## src/ucp_pkg.sv

```systemverilog
package ucp_pkg;
  // Serial slave addresses, seven bits
  localparam logic [6:0] UCP_ADDR_CMD = 7'h1b;
  localparam logic [6:0] UCP_ADDR_DAT = 7'h1a;
  // Command codes
  localparam logic [7:0] UCP_CMD_SET_ADDR = 8'hd1;
  localparam logic [7:0] UCP_CMD_SET_EPEN = 8'hd8;
  localparam logic [7:0] UCP_CMD_SET_MODE = 8'hf3;
  localparam logic [7:0] UCP_CMD_RD_INT = 8'hf4;
  localparam logic [7:0] UCP_CMD_BUF = 8'hf0;
  localparam logic [7:0] UCP_CMD_ACK_SETUP = 8'hf1;
  localparam logic [7:0] UCP_CMD_CLR_BUF = 8'hf2;
  localparam logic [7:0] UCP_CMD_VAL_BUF = 8'hfa;
  localparam logic [7:0] UCP_CMD_RESUME = 8'hf6;
  localparam logic [7:0] UCP_CMD_FRAME = 8'hf5;
  localparam logic [7:0] UCP_CMD_NONE = 8'hff;
  localparam logic [7:0] UCP_BASE_SEL = 8'h00;
  localparam logic [7:0] UCP_BASE_TSTAT = 8'h40;
  localparam logic [7:0] UCP_BASE_EPSTAT = 8'h80;
  localparam logic [3:0] UCP_EP_LAST = 4'hd;
  localparam int UCP_NUM_EP = 14;
  // Field positions
  localparam int UCP_ADDR_EN_BIT = 7;
  localparam int UCP_EPEN_BIT = 0;
  localparam int UCP_INT_BUSRST_BIT = 14;
  // Reset values and factor minimum
  localparam logic [7:0] UCP_DIV_RESET = 8'h0b;
  localparam logic [7:0] UCP_DIV_MIN = 8'h01;
  localparam logic [7:0] UCP_CFG_RESET = 8'h00;
  // Serial bit timing against the system clock
  localparam int UCP_SYS_CLK_NS = 50;
  localparam int UCP_SCL_MIN_PERIOD_NS = 1000;
  localparam int UCP_SCL_MIN_CYC = UCP_SCL_MIN_PERIOD_NS / UCP_SYS_CLK_NS;
  // APB register byte offsets and control reset value
  localparam logic [7:0] UCP_REG_STATUS = 8'h00;
  localparam logic [7:0] UCP_REG_INT = 8'h04;
  localparam logic [7:0] UCP_REG_MODE = 8'h08;
  localparam logic [7:0] UCP_REG_SEL = 8'h0c;
  localparam logic [7:0] UCP_REG_CTRL = 8'h10;
  localparam logic UCP_CTRL_RESET = 1'b1;

  typedef enum logic [5:0] {
    UCP_ST_IDLE = 6'b000001,
    UCP_ST_ADDR = 6'b000010,
    UCP_ST_ACK = 6'b000100,
    UCP_ST_RX = 6'b001000,
    UCP_ST_TX = 6'b010000,
    UCP_ST_TXA = 6'b100000
  } ucp_state_e;

  // Strobes and data towards the buffer manager
  typedef struct packed {
    logic cmd_vld;
    logic wr_vld;
    logic rd_vld;
    logic [7:0] code;
    logic [7:0] data;
    logic [3:0] ep;
    logic [7:0] ptr;
  } ucp_bm_s;
endpackage : ucp_pkg

```

## src/ucp_cmd_port.sv

```systemverilog
// Notes on behaviour
// Interrupt pin asserts whenever attention is needed
// Answer command and data seven-bit addresses
// Transaction lasts until stop or repeated start
// Command address is write only, read refused
// Many acked command bytes, forwarded to manager
// Data write bytes acked and forwarded
// Data read: send until master does not ack
// Serial clock up to 1 MHz, master driven
// Shared codes split by data phase direction
// D1h sets address and function enable
// D8h sets endpoint enable, gated by function
// F3h writes configuration then division factor
// Divided clock runs at reference over N+1
// Glitch-free factor change, kept over bus reset
// F4h reads interrupt bytes; endpoint status clears
// Bus reset sets byte two bit six
// Bus reset equals hardware reset plus interrupt, but keeps division factor and port enable
// Select endpoint resets pointer, reads full flag
// Per-endpoint codes are base plus index
// Accept acknowledge setup, clear, validate buffer
// Accept send resume and frame number read
// Buffer byte advances pointer; command keeps it
// Unknown command acked and otherwise ignored
`timescale 1ns/10ps
`default_nettype none
module ucp_cmd_port
  import ucp_pkg::*;
#(
  parameter int NUM_EP = UCP_NUM_EP
) (
  input wire logic i_sys_clk,
  input wire logic i_rst_n,
  input wire logic i_scl,
  input wire logic i_sda,
  output logic o_sda_out,
  output logic o_sda_oe,
  output logic o_int_n,
  input wire logic i_usb_bus_rst,
  input wire logic [NUM_EP-1:0] i_ep_event,
  input wire logic [NUM_EP-1:0] i_ep_full,
  input wire logic [7:0] i_bm_rd_data,
  output ucp_bm_s o_bm,
  output logic [6:0] o_usb_addr,
  output logic o_fn_en,
  output logic o_ep_en,
  output logic [7:0] o_cfg,
  output logic o_divided_clock_output,
  input wire logic [7:0] i_paddr,
  input wire logic i_psel,
  input wire logic i_penable,
  input wire logic i_pwrite,
  input wire logic [31:0] i_pwdata,
  output logic [31:0] o_prdata,
  output logic o_pready,
  output logic o_pslverr
);

  if (NUM_EP != UCP_NUM_EP) begin : g_bad_num_ep
    $error("ucp_cmd_port: NUM_EP must be 14");
  end
  if (UCP_SCL_MIN_CYC < 8) begin : g_slow_sys_clk
    $error("ucp_cmd_port: system clock too slow for serial bus");
  end

  // Base plus index decode
  function automatic logic in_range(input logic [7:0] b, input logic [7:0] base);
    return (b[7:4] == base[7:4]) && (b[3:0] <= UCP_EP_LAST);
  endfunction : in_range

  // Defined command set
  function automatic logic cmd_known(input logic [7:0] b);
    return in_range(b, UCP_BASE_SEL) || in_range(b, UCP_BASE_TSTAT) || in_range(b, UCP_BASE_EPSTAT) ||
      (b == UCP_CMD_SET_ADDR) || (b == UCP_CMD_SET_EPEN) || (b == UCP_CMD_SET_MODE) ||
      (b == UCP_CMD_RD_INT) || (b == UCP_CMD_BUF) || (b == UCP_CMD_ACK_SETUP) ||
      (b == UCP_CMD_CLR_BUF) || (b == UCP_CMD_VAL_BUF) || (b == UCP_CMD_RESUME) || (b == UCP_CMD_FRAME);
  endfunction : cmd_known

  ucp_state_e state_q;
  logic scl_q, sda_q;
  logic [3:0] cnt_q;
  logic [7:0] sh_q;
  logic is_data_q, is_rd_q, mack_q;
  logic port_en_q;
  logic [7:0] cur_cmd_q, idx_q, ptr_q, cfg_q, div_q, div_act_q, dcnt_q;
  logic [3:0] sel_q;
  logic [6:0] addr_q;
  logic fn_en_q, ep_en_q;
  logic [15:0] int_q;
  logic [7:0] tx_byte;
  logic scl_rise, scl_fall, start_c, stop_c, byte_end;
  logic adr_cmd, adr_dat, rx_done, rx_cmd, rx_wr, tx_fetch, srst;

  ////////////////////////////////////////////////////////////////////////////
  // Serial line events

  assign srst = i_usb_bus_rst;
  assign scl_rise = i_scl & ~scl_q;
  assign scl_fall = ~i_scl & scl_q;
  // Start and stop detect
  assign start_c = scl_q & i_scl & sda_q & ~i_sda;
  assign stop_c = scl_q & i_scl & ~sda_q & i_sda;
  assign byte_end = scl_fall && (cnt_q == 4'h8);
  // Address match
  assign adr_cmd = (sh_q[7:1] == UCP_ADDR_CMD) && !sh_q[0];
  assign adr_dat = (sh_q[7:1] == UCP_ADDR_DAT);
  assign rx_done = (state_q == UCP_ST_RX) && byte_end;
  assign rx_cmd = rx_done && !is_data_q;
  assign rx_wr = rx_done && is_data_q;
  assign tx_fetch = scl_fall && (((state_q == UCP_ST_ACK) && is_rd_q) || ((state_q == UCP_ST_TXA) && mack_q));

  // Lines sampled at system rate, at least 20 samples per bit
  always_ff @(posedge i_sys_clk or negedge i_rst_n) begin
    if (!i_rst_n) begin
      scl_q <= 1'b1;
      sda_q <= 1'b1;
    end else begin
      scl_q <= i_scl;
      sda_q <= i_sda;
    end
  end

  ////////////////////////////////////////////////////////////////////////////
  // Serial slave state machine

  always_ff @(posedge i_sys_clk or negedge i_rst_n) begin
    if (!i_rst_n) begin
      state_q <= UCP_ST_IDLE;
      cnt_q <= 4'h0;
      sh_q <= 8'h00;
      o_sda_oe <= 1'b0;
      is_data_q <= 1'b0;
      is_rd_q <= 1'b0;
      mack_q <= 1'b0;
    end else if (srst || stop_c) begin
      state_q <= UCP_ST_IDLE;
      o_sda_oe <= 1'b0;
    end else if (start_c) begin
      // Repeated start begins a fresh transaction
      state_q <= UCP_ST_ADDR;
      cnt_q <= 4'h0;
      o_sda_oe <= 1'b0;
    end else begin
      unique case (state_q)
        UCP_ST_IDLE: begin
        end
        UCP_ST_ADDR: begin
          if (scl_rise) begin
            sh_q <= {sh_q[6:0], i_sda};
            cnt_q <= cnt_q + 4'h1;
          end else if (byte_end) begin
            // Read on command address left unacknowledged
            if (port_en_q && (adr_cmd || adr_dat)) begin
              state_q <= UCP_ST_ACK;
              o_sda_oe <= 1'b1;
              is_data_q <= adr_dat;
              is_rd_q <= adr_dat & sh_q[0];
            end else begin
              state_q <= UCP_ST_IDLE;
            end
          end
        end
        UCP_ST_ACK: begin
          if (scl_fall) begin
            cnt_q <= 4'h0;
            if (is_rd_q) begin
              // First read byte driven after address ack
              state_q <= UCP_ST_TX;
              sh_q <= tx_byte;
              o_sda_oe <= ~tx_byte[7];
            end else begin
              state_q <= UCP_ST_RX;
              o_sda_oe <= 1'b0;
            end
          end
        end
        UCP_ST_RX: begin
          if (scl_rise) begin
            sh_q <= {sh_q[6:0], i_sda};
            cnt_q <= cnt_q + 4'h1;
          end else if (byte_end) begin
            // Every received byte acknowledged
            state_q <= UCP_ST_ACK;
            o_sda_oe <= 1'b1;
          end
        end
        UCP_ST_TX: begin
          if (scl_rise) begin
            cnt_q <= cnt_q + 4'h1;
          end else if (scl_fall) begin
            if (cnt_q == 4'h8) begin
              state_q <= UCP_ST_TXA;
              o_sda_oe <= 1'b0;
              mack_q <= 1'b0;
            end else begin
              sh_q <= {sh_q[6:0], 1'b0};
              o_sda_oe <= ~sh_q[6];
            end
          end
        end
        UCP_ST_TXA: begin
          if (scl_rise) begin
            // No ack from master ends the read, line released
            if (i_sda) begin
              state_q <= UCP_ST_IDLE;
            end else begin
              mack_q <= 1'b1;
            end
          end else if (scl_fall && mack_q) begin
            state_q <= UCP_ST_TX;
            cnt_q <= 4'h0;
            sh_q <= tx_byte;
            o_sda_oe <= ~tx_byte[7];
          end
        end
      endcase
    end
  end

  // Open drain: only the enable moves
  always_ff @(posedge i_sys_clk or negedge i_rst_n) begin
    if (!i_rst_n) begin
      o_sda_out <= 1'b0;
    end else begin
      o_sda_out <= 1'b0;
    end
  end

  ////////////////////////////////////////////////////////////////////////////
  // Read data selection

  // Shared codes resolved by read direction here
  always_comb begin
    tx_byte = 8'h00;
    if (cur_cmd_q == UCP_CMD_RD_INT) begin
      // Two interrupt bytes
      if (idx_q == 8'h00) begin
        tx_byte = int_q[7:0];
      end else if (idx_q == 8'h01) begin
        tx_byte = int_q[15:8];
      end
    end else if (in_range(cur_cmd_q, UCP_BASE_SEL)) begin
      // Full flag of selected buffer
      tx_byte = {7'h00, i_ep_full[sel_q]};
    end else if (in_range(cur_cmd_q, UCP_BASE_TSTAT) || in_range(cur_cmd_q, UCP_BASE_EPSTAT) ||
                 (cur_cmd_q == UCP_CMD_BUF) || (cur_cmd_q == UCP_CMD_FRAME)) begin
      // Frame number and status bytes from the manager
      tx_byte = i_bm_rd_data;
    end
  end

  ////////////////////////////////////////////////////////////////////////////
  // Command context and buffer pointer

  always_ff @(posedge i_sys_clk or negedge i_rst_n) begin
    if (!i_rst_n) begin
      cur_cmd_q <= UCP_CMD_NONE;
      idx_q <= 8'h00;
      sel_q <= 4'h0;
      ptr_q <= 8'h00;
    end else if (srst) begin
      // Bus reset clears as the reset pin does
      cur_cmd_q <= UCP_CMD_NONE;
      idx_q <= 8'h00;
      sel_q <= 4'h0;
      ptr_q <= 8'h00;
    end else if (rx_cmd) begin
      // Unknown codes leave context untouched
      if (cmd_known(sh_q)) begin
        cur_cmd_q <= sh_q;
        idx_q <= 8'h00;
        // Select resets pointer
        if (in_range(sh_q, UCP_BASE_SEL)) begin
          sel_q <= sh_q[3:0];
          ptr_q <= 8'h00;
        end
      end
    end else if (rx_wr || tx_fetch) begin
      idx_q <= idx_q + 8'h01;
      // Each buffer byte advances pointer
      if (cur_cmd_q == UCP_CMD_BUF) begin
        ptr_q <= ptr_q + 8'h01;
      end
    end
  end

  ////////////////////////////////////////////////////////////////////////////
  // Initialization settings

  always_ff @(posedge i_sys_clk or negedge i_rst_n) begin
    if (!i_rst_n) begin
      addr_q <= 7'h00;
      fn_en_q <= 1'b0;
      ep_en_q <= 1'b0;
      cfg_q <= UCP_CFG_RESET;
    end else if (srst) begin
      addr_q <= 7'h00;
      fn_en_q <= 1'b0;
      ep_en_q <= 1'b0;
      cfg_q <= UCP_CFG_RESET;
    end else if (rx_wr) begin
      // Address and function enable
      if (cur_cmd_q == UCP_CMD_SET_ADDR) begin
        addr_q <= sh_q[6:0];
        fn_en_q <= sh_q[UCP_ADDR_EN_BIT];
      end
      // Generic endpoint enable
      if (cur_cmd_q == UCP_CMD_SET_EPEN) begin
        ep_en_q <= sh_q[UCP_EPEN_BIT];
      end
      // First mode byte is configuration
      if ((cur_cmd_q == UCP_CMD_SET_MODE) && (idx_q == 8'h00)) begin
        cfg_q <= sh_q;
      end
    end
  end

  // Factor survives a bus reset
  always_ff @(posedge i_sys_clk or negedge i_rst_n) begin
    if (!i_rst_n) begin
      div_q <= UCP_DIV_RESET;
    end else if (rx_wr && (cur_cmd_q == UCP_CMD_SET_MODE) && (idx_q == 8'h01)) begin
      // Factor never below the minimum
      div_q <= (sh_q < UCP_DIV_MIN) ? UCP_DIV_MIN : sh_q;
    end
  end

  ////////////////////////////////////////////////////////////////////////////
  // Divided clock

  always_ff @(posedge i_sys_clk or negedge i_rst_n) begin
    if (!i_rst_n) begin
      dcnt_q <= 8'h00;
      div_act_q <= UCP_DIV_RESET;
      o_divided_clock_output <= 1'b0;
    end else begin
      // New factor adopted only at period end
      if (dcnt_q >= div_act_q) begin
        dcnt_q <= 8'h00;
        div_act_q <= div_q;
      end else begin
        dcnt_q <= dcnt_q + 8'h01;
      end
      // High for first half of N+1 cycles
      o_divided_clock_output <= (dcnt_q >= div_act_q) || (dcnt_q < (div_act_q >> 1));
    end
  end

  ////////////////////////////////////////////////////////////////////////////
  // Interrupt register

  always_ff @(posedge i_sys_clk or negedge i_rst_n) begin
    if (!i_rst_n) begin
      int_q <= 16'h0000;
    end else if (srst) begin
      // Bus reset notification
      int_q <= 16'h0000;
      int_q[UCP_INT_BUSRST_BIT] <= 1'b1;
    end else begin
      for (int i = 0; i < NUM_EP; i++) begin
        // Endpoint status read clears; new event wins
        if (i_ep_event[i]) begin
          int_q[i] <= 1'b1;
        end else if (tx_fetch && in_range(cur_cmd_q, UCP_BASE_EPSTAT) && (cur_cmd_q[3:0] == 4'(i))) begin
          int_q[i] <= 1'b0;
        end
      end
      // Reading the interrupt register clears the bus reset flag
      // Cleared only once the byte holding the flag is loaded
      if (tx_fetch && (cur_cmd_q == UCP_CMD_RD_INT) && (idx_q == 8'h01)) begin
        int_q[UCP_INT_BUSRST_BIT] <= 1'b0;
      end
    end
  end

  ////////////////////////////////////////////////////////////////////////////
  // Outputs towards the system

  always_ff @(posedge i_sys_clk or negedge i_rst_n) begin
    if (!i_rst_n) begin
      o_bm <= '0;
      o_int_n <= 1'b1;
      o_usb_addr <= 7'h00;
      o_fn_en <= 1'b0;
      o_ep_en <= 1'b0;
      o_cfg <= UCP_CFG_RESET;
    end else begin
      // Known command bytes forwarded
      o_bm.cmd_vld <= rx_cmd && cmd_known(sh_q);
      // Data write bytes forwarded
      o_bm.wr_vld <= rx_wr;
      o_bm.rd_vld <= tx_fetch;
      o_bm.code <= rx_cmd ? sh_q : cur_cmd_q;
      o_bm.data <= rx_wr ? sh_q : tx_byte;
      o_bm.ep <= sel_q;
      o_bm.ptr <= ptr_q;
      // Attention while any flag stands
      o_int_n <= ~(|int_q);
      o_usb_addr <= addr_q;
      o_fn_en <= fn_en_q;
      // Endpoints live only with function on
      o_ep_en <= ep_en_q & fn_en_q;
      o_cfg <= cfg_q;
    end
  end

  ////////////////////////////////////////////////////////////////////////////
  // APB slave, zero wait states

  always_ff @(posedge i_sys_clk or negedge i_rst_n) begin
    if (!i_rst_n) begin
      port_en_q <= UCP_CTRL_RESET;
    end else if (i_psel && i_penable && o_pready && i_pwrite && (i_paddr == UCP_REG_CTRL)) begin
      port_en_q <= i_pwdata[0];
    end
  end

  always_ff @(posedge i_sys_clk or negedge i_rst_n) begin
    if (!i_rst_n) begin
      o_pready <= 1'b0;
      o_pslverr <= 1'b0;
      o_prdata <= 32'h0000_0000;
    end else begin
      o_pready <= i_psel && !i_penable;
      o_pslverr <= 1'b0;
      o_prdata <= 32'h0000_0000;
      if (i_psel && !i_penable) begin
        unique case (i_paddr)
          UCP_REG_STATUS: o_prdata <= {22'h0, ep_en_q & fn_en_q, fn_en_q, 1'b0, addr_q};
          UCP_REG_INT: o_prdata <= {16'h0, int_q};
          UCP_REG_MODE: o_prdata <= {16'h0, div_q, cfg_q};
          UCP_REG_SEL: o_prdata <= {12'h0, sel_q, ptr_q, cur_cmd_q};
          UCP_REG_CTRL: o_prdata <= {31'h0, port_en_q};
          default: o_pslverr <= 1'b1;
        endcase
      end
    end
  end
endmodule : ucp_cmd_port
`default_nettype wire

```

## config.mk

```make
export PLATFORM = sky130hd
export DESIGN_NAME = ucp_cmd_port
export DESIGN_NICKNAME = d
export VERILOG_FILES = /design/src/ucp_pkg.sv /design/src/ucp_cmd_port.sv
export SDC_FILE = /design/constraint.sdc
export NUM_CORES = 1
export LEC_CHECK = 0
export ABC_AREA = 1
export BUFFER_PORTS_ARGS = -buffer_cell sky130_fd_sc_hd__buf_4
export CELL_PAD_IN_SITES_DETAIL_PLACEMENT = 0
export CELL_PAD_IN_SITES_GLOBAL_PLACEMENT = 2
export CORE_UTILIZATION = 36
export CTS_BUF_LIST = sky130_fd_sc_hd__clkbuf_4 sky130_fd_sc_hd__clkbuf_8
export DETAILED_ROUTE_END_ITERATION = 8
export HOLD_SLACK_MARGIN = 0.15
export PLACE_DENSITY_LB_ADDON = 0.1
export SYNTH_ARGS = -nofsm -noshare
export SYNTH_HDL_FRONTEND = slang
export SYNTH_SLANG_ARGS = --single-unit
```

## constraint.sdc

```tcl
create_clock -name i_sys_clk -period 5.12 [get_ports i_sys_clk]
set_clock_uncertainty 0.1 [all_clocks]
set_input_delay 1.024 -clock i_sys_clk [delete_from_list [all_inputs] [get_ports i_sys_clk]]
set_output_delay 1.024 -clock i_sys_clk [all_outputs]
set_load 0.005 [all_outputs]
```

==> results of run 1 <==
-- report_power, final --
group          internal, mW  switching (mW)  leakage [nW]
clock                 0.560           0.563         0.223
combinational        0.0927           0.172          2.92
sequential             1.47          0.0471          2.37
-- per-stage QoR --
stage | util [%] | setup WS [ns] | std cells | hold slack (ns)
5_1_grt | 43.2 | 2.06 | 1597 | 0.340
3_5_place_dp | 41.3 | 1.75 | 1565 | 0.304
2_1_floorplan | - | 2.79 | 1149 | 0.249
6_report | 43.2 | 2.17 | 1597 | 0.323
3_3_place_gp | 41.3 | 1.76 | 1565 | 0.311
4_1_cts | 43.2 | 2.24 | 1597 | 0.326
-- critical path, stage by stage --
cell,delay (ns)
buf_4,0.10
nor2_1,0.20
nand2_1,0.10
nor2_1,0.58
nand3_1,0.53
inv_1,0.34
nand2_1,0.12
a41oi_1,0.21
-- kinds of logic after synthesis --
kind of cell / count (synthesis) / share of synthesized area, %
AND/OR/NAND/NOR: 552 / 27.0
AO/OA/AOI/OAI: 170 / 10.4
other: 1 / 0.0406
adder cells (fa/ha/maj): 21 / 2.85
buffers and inverters: 199 / 9.12
XOR/XNOR: 13 / 1.23
flip-flops: 181 / 49.3
-- sequential cells by signal (all words and copies together) (netlist names), 6 cells and up --
| register | flops |
|---|---|
| sh_q | 8 |
| div_q | 8 |
| ptr_q | 8 |
| div_act_q | 8 |
| dcnt_q | 8 |
| int_q | 15 |
| o_bm | 31 |
| idx_q | 8 |
| cur_cmd_q | 8 |
| o_cfg | 8 |
| addr_q | 7 |
| state_q | 6 |
| o_prdata | 20 |
| cfg_q | 8 |
| o_usb_addr | 7 |
-- final cells by class --
class	count	share of cell area, %
Timing Repair Buffer	130	9.01
Clock buffer	18	2.28
Tap cell	330	3.80
Multi-Input combinational cell	769	35.7
Sequential cell	181	41.9
Clock inverter	14	1.99
Inverter	155	5.37
-- placed cells by master (no fill, tap or decap), types with 19 or more instances in the layout --
cell type and instances:
nand2_1 259, dfrtp_1 162, inv_1 138, buf_4 129
nor2_1 105, nand3_1 88, o21ai_0 48, o21ai_1 41
a21oi_1 38, nand4_1 32, nor3_1 24, ha_1 21
dfstp_2 19
-- worst max path at each step --
stage                        startpoint      endpoint  slack [ns]
after global routing         i_paddr[7]   o_prdata[9]        2.06
after global placement       i_paddr[1]  o_prdata[10]        1.76
after CTS                    i_paddr[1]   o_prdata[9]        2.24
after detailed placement     i_paddr[1]   o_prdata[9]        1.75
after floorplan           i_usb_bus_rst    state_q[4]        2.79
final                        i_paddr[1]   o_prdata[9]        2.17
-- cell usage after synthesis (14+ instances only) --
cell type	number	area share, %
o21ai_1	41	2.2
nor2_1	105	4.3
ha_1	21	2.8
buf_4	14	1.1
buf_2	14	0.76
dfstp_2	19	5.4
inv_1	138	5.6
o21ai_0	48	2.6
nand3_1	88	4.8
nand2_1	259	11
nor3_1	24	1.3
a21oi_1	38	2.1
dfrtp_1	162	44
nand4_1	32	2.2
-- routing by layer --
metal / global-route usage, % / share of wire (%) / wire length, um
met5: 0 / 0 / 0
met4: 6.17 / 1.6 / 442
met3: 2.99 / 3.7 / 1010
met2: 34.2 / 47 / 12700
met1: 30.2 / 48 / 13000
==> results by stage, run 1 <==
Yosys:
- The average size of a mapped cell is ~8.1 um^2.
- The flip-flop and latch count after synthesis is ~180.
- The gate count after technology mapping is about 1,100.
- Yosys mapped the design onto 52 distinct sky130hd cell types.
- Counting flops with an async set or reset pin after synthesis yields a share of 100%.
- For this run, the number of Yosys warnings is 0.
- The count of flip-flops with a built-in enable after synthesis is 0.
- The most used flip-flop cell after synthesis is dfrtp_1.
- Summing the sequential cell areas from Yosys gives between 40% and 50% of the chip area.
- The mapped netlist covers between 9000 and 10,000 um^2.

Worst setup path:
- Data arrives at the worst endpoint at 3.22 ns.
- Of all nets on the critical path, the largest fanout is 12.
- The kind of capture point of the worst setup path is a flop.
- The category of the worst setup path launch point is an input pin.
- In this run the critical register-to-register path is launched from cnt_q[0].
- The reg2reg setup slack is ~2.5 ns.
- For the worst setup path, the data required time is 5.39 ns.
- The terminus of the critical flop-to-flop path is ptr_q[3].
- The kind of critical path is in2reg.
- The worst register-to-register path has a depth of 13.

Die:
- The floorplan step defined a core boundary enclosing about 25,000 um^2.
- between 150 and 200 I/O pins were placed.
- Row generation in the floorplan step produced between 50 and 60 rows.
- Measured along the x axis, the die boundary spans 162 um.
- The height of the die is approximately 160 um.
- The die area is approximately 26,000 um^2.
- For this configuration, the core starts out at a cell density of between 30 and 40%.

Flow run:
- The tool flagged a number of max-cap violations equal to 0.

Place:
- At the end of routability-driven placement, the weighted congestion stood at approximately 0.84.
- The number of port buffers is approximately 130.
- Detailed placement ended at an HPWL of between 20,000 and 25,000 um.
- Summing all placed instances gives a cell area of approximately 10,000 um^2.

Hold path:
- The worst hold path terminates at o_cfg[2].
- The startpoint identified for the worst hold timing path is cfg_q[2].
- The tightest min-delay check is of the reg2reg type.
- The worst hold path was traced through 0 stages.

Drt:
- In the routed design, unresolved DRC markers number 0.
- For this run, the detailed router's first-pass iteration total came to 4.
- After the first detailed-routing iteration, the DRC count stood at 530.
- The average via count per standard cell is 4.84.
- The total via count in the routed design is between 7,000 and 8,000.
- The average routed wire per standard cell is around 17 um.
- The total wirelength of the detailed-routed design is about 27,000 um.
- The detail route stage leaves a number of antenna-violating nets equal to 0.

Status:
- The run finished with clean final reports.

Finish:
- The count of filler cells inserted in the layout is between 2,000 and 3,000.
- The post-route cell area is between 10,000 and 15,000 um^2.
- The total area of multi-input combinational cells is 3880 um^2.
- At the end of the flow, the number of nets in the layout was about 1,400.
- From synthesis to final layout, the design area changed by 17.8%.
- In the final layout, the share of cells above drive strength 1 is between 10% and 20%.
- The number of diodes is 0.
- The sequential cells in the finished layout cover a total of about 4600 um^2.

Timing:
- The worst slew margin relative to its limit is 35.5%.
- Setup repair after global routing left no endpoint under its margin.
- The final cycle utilization of the critical path is 57.7%.
- The final hold violation count is 0.
- The number of failing setup endpoints in the final timing report is 0.
- At the pin with the least slew margin, the transition time is slightly below 1 ns.
- The number of slew-limit violations in the final report is 0.
- The highest clock rate is 339 MHz.
- The post-layout minimum cycle time is a little under 3 ns.
- In the final timing run, aggregate negative setup slack is 0 ns.

Clocking:
- Gates resized during post-CTS repair numbered 0.
- TritonCTS built the clock tree.
- Clock tree synthesis found a total of between 150 and 200 sinks.
- Clock-pin slew was measured on the worst setup and hold paths at 0.09 ns.
- The root buffer cell is clkbuf_8.
- The number of hold buffers added after cts is 0.
- The insertion delay of the later-clocked pin in the worst-skew pair is approximately 0.47 ns.
- The longest clock path from root to sink contains 2 buffers.
- The CTS H-tree depth is 4.
- The number of setup buffers added after CTS is 0.
- In this run, CTS created clock tree buffers numbering 17.

Power and ir drop:
- The static leakage is 5.51 nW.
- The total chip power is 2.90 mW.
- Dividing total power by cell area gives a power density of 267 nW/um^2.
- The worst ir drop on vdd is approximately 170 uV.

Global route:
- The residual overflow from global routing is 0.
- The pin count of the biggest net entering global routing is around 100.
- The number of global-route vias before repair was between 7,000 and 8,000.
- The number of antenna violations at the first check in global routing is 0.
- In the global route stage, overall resource usage came out at 21.4%.
- The first global-routing pass estimated 42,600 um of wire.
Note: power is estimated with default switching activity, not from simulation.
==> run 2: changes to the inputs <==
Settings changed: CORE_UTILIZATION 36 to 34.
Clock period 5.12 ns to 2.9 ns, I/O delays scaled along.
==> results by stage, run 2 (synthesis results as in run 1) <==
Global route:
- The number of global-route vias before repair was 7,769 (+4.4%).
- The wire length of the first global-routing pass is 44,000 um (+3.2%).
- The total track usage came to 20.6% (-0.83 points).
- The number of antenna violations at the first check in global routing is 0 (unchanged).
- The pin count of the biggest net entering global routing was 61 (-41%).
- The residual overflow from global routing came to 0 (unchanged).

Place:
- The placer's final routability congestion estimate is 0.859 (+2.1%).
- The number of port buffers came to 125 (unchanged).
- The post-place setup slack is 0.417 ns (-1.33 ns).
- The placed wire-length estimate after detailed placement is 21,200 um (+2.9%).

Worst setup path:
- The signal arrival time at the worst endpoint is 2.71 ns (-0.51 ns).
- The critical path launch point is cnt_q[0].
- The worst setup path is captured at a flop.
- The maximum fanout along the worst path is 9 (-3).
- The count of cell instances traversed by the critical path is 13 (+5).
- The reg2reg setup slack is 0.47 ns (-1.99 ns).
- The maximum single-stage delay on the critical path is 0.43 ns (-0.15 ns).
- Traced cell by cell, the critical path runs through inv_1, ha_1, nand2_1, nor2_1, nand2_1, nor2_4, nand2_2, nand2_2, o22ai_1, inv_2, nand2_2, nand2_1, nand2_1.
- Counting stages on the worst path, the most repeated cell is nand2_1.
- The required time reported for the critical path endpoint is 3.18 ns (-2.21 ns).
- The worst setup path is launched from a flop.
- In this run the critical register-to-register path is captured at ptr_q[0].
- In this design, the largest share of critical-path delay is due to simple AND/OR/NAND/NOR gates.
- The termination of the worst setup path is ptr_q[0].
- In this run the critical register-to-register path is launched from cnt_q[0].
- The buffer and inverter count on the worst path is 2 (unchanged).
- On the critical path, the stage with the largest delay is an instance of dfrtp_1.
- The count of cells along the worst register-to-register path is 13 (unchanged).
- The worst setup path is of the reg2reg kind.

Clocking:
- The clock-pin slew on the worst setup and hold paths came to 0.11 ns (+0.02 ns).
- The number of buffers created by CTS is 17 (unchanged).
- The CTS H-tree depth came to 4 (unchanged).
- TritonCTS built the clock tree.
- The maximum count of clock buffers along a single path is 2 (unchanged).
- The insertion delay of the later-clocked pin in the worst-skew pair was 0.48 ns (about the same).
- The sink count of the clock tree is 181 (unchanged).
- The root buffer cell is clkbuf_8.
- The setup fix buffers added after clock tree synthesis is 0 (unchanged).

Status:
- The run finished with clean final reports.

Drt:
- The initial DRC count is 543 (+2.5%).
- The average routed wire per standard cell is 17.1 um (+0.56%).
- The average via count per standard cell is 4.85 (+0.27%).
- The first-pass detailed-route iteration total is 5 (+1).
- The final routed DRC violation total came to 0 (unchanged).
- The antenna violation net count after detailed routing came to 0 (unchanged).
- The total via count in the routed design is 7,849 (+1.5%).
- The total wirelength of the detailed-routed design came to 27,700 um (+1.8%).

Finish:
- The largest registers in the layout are o_bm (31), o_prdata (20), int_q (15).
- The final cell utilization of the core came to 41.6% (-1.6 points).
- The share of post-route cells with drive strength above 1 is 19.4% (+0.72 points).
- The count of filler cells inserted in the layout came to 2,729 (+3.8%).
- The library cells used most frequently in the layout, excluding fill and tap cells, are nand2_1, dfrtp_1, buf_4, inv_1, nor2_1.
- The final layout net count came to 1,374 (+1.1%).
- The number of diodes is 0 (unchanged).
- The relative area change from synthesis to final layout is 18.8%.
- o_bm holds more flip-flops than any other register.
- The flip-flop count of the largest register after layout was 31 (unchanged).
- The commonest non-fill, non-tap cell in the layout is nand2_1.

Power and ir drop:
- The worst ir drop on vdd was 265 uV (+52%).
- The areal power density over the cells was 455 nW/um^2 (+71%).
- The static leakage came to 5.57 nW (+1.0%).

Flow run:
- The number of maximum-capacitance constraint violations is 0 (unchanged).

Timing:
- The number of failing setup endpoints in the final timing report is 0 (unchanged).
- The transition time of the tightest slew-check pin came to 0.715 ns (-0.253 ns).
- The post-layout minimum cycle time is around 2.4 ns.
- The final hold violation count was 0 (unchanged).
- The sum of negative setup slack is 0 ns (unchanged).
- The final critical-path setup slack is 0.466 ns (-1.70 ns).
- After layout, the worst path uses a little over four fifths of the clock period.
- The worst slew margin relative to its limit is 52.3% (+17 points).
- Setup repair after global routing left no endpoint under its margin.
- The highest clock rate is between 400 and 500 MHz.
- The number of slew-limit violations in the final report was 0 (unchanged).

Die:
- The site row count was 59 (+1.7%).
- The height of the die is 167 um (+2.9%).
- The floorplan core area is 26,400 um^2 (+4.7%).
- The initial standard-cell utilization of the core is 35.0% (-1.6 points).
- The die area is 27,800 um^2 (+5.8%).
- The number of top-level pins was 170 (unchanged).
- The floorplan die width is 167 um (+2.9%).

Hold path:
- The worst hold path belongs to the class in2reg.
- The cell count of the worst hold path is 3 (+3).
[run 2: cell count changes in the layout (fill, tap and decap cells not counted)]
cell / previous run / this run
inv_6: 2 / 5
bufinv_16: 4 / 2
dlygate4sd3_1: 0 / 3
buf_4: 129 / 139
buf_6: 1 / 0
clkinv_4: 2 / 1
clkinv_2: 2 / 3
buf_12: 0 / 2
clkbuf_4: 0 / 1
clkinv_8: 1 / 0
[run 2: cell type report]
type | count | area, um^2 | share of cell area [%]
Sequential cell | 181 | 4550 | 41.5
Multi-Input combinational cell | 769 | 3880 | 35.4
Timing Repair Buffer | 145 | 1130 | 10.3
Inverter | 155 | 584 | 5.33
Tap cell | 335 | 419 | 3.82
Clock buffer | 18 | 241 | 2.20
Clock inverter | 14 | 163 | 1.48
[run 2: per-layer routing]
layer  global-route usage (%)  up-vias  routed length (um)
met5                        0        -                   0
met4                     7.21        0                 649
met3                     3.14       33                1010
met2                     31.9      184               12500
met1                     29.3     3703               13500
li1                         -     3929                   -
[run 2: worst min path at each step]
stage,slack [ns],end,start
finish,0.22,int_q[2],i_ep_event[2]
detailed placement,0.30,o_cfg[5],cfg_q[5]
global placement,0.31,o_cfg[5],cfg_q[5]
CTS,0.21,int_q[2],i_ep_event[2]
global route,0.21,int_q[8],i_ep_event[8]
floorplan,0.18,addr_q[0],i_rst_n
[run 2: timing repair]
action,CTS,global route
hold endpoints to repair,54,0
gates resized for setup,0,0
setup endpoints to repair,0,0
hold buffers,3,0
[run 2: tightest hold or removal path: stages]
cell     delay [ns]
buf_4          0.08
a21oi_1        0.03
nor2_1         0.07
[run 2: power by group]
group	switching, mW	internal, mW	leakage, nW
logic	0.303	0.175	3.00
clock network	1.04	0.801	0.198
registers	0.0843	2.59	2.37
total	1.42	3.57	5.57
[run 2: through the flow]
| step | total power, mW | hold WS [ns] | instance area (um^2) | cells |
|---|---|---|---|---|
| final | 4.99 | 0.224 | 11000 | 1617 |
| after floorplan | 2.96 | 0.184 | 9280 | 1149 |
| after detailed placement | 3.21 | 0.300 | 10500 | 1582 |
| after CTS | 5.06 | 0.208 | 11000 | 1617 |
| after global placement | 3.21 | 0.309 | 10500 | 1582 |
| after global routing | 5.23 | 0.205 | 11000 | 1617 |
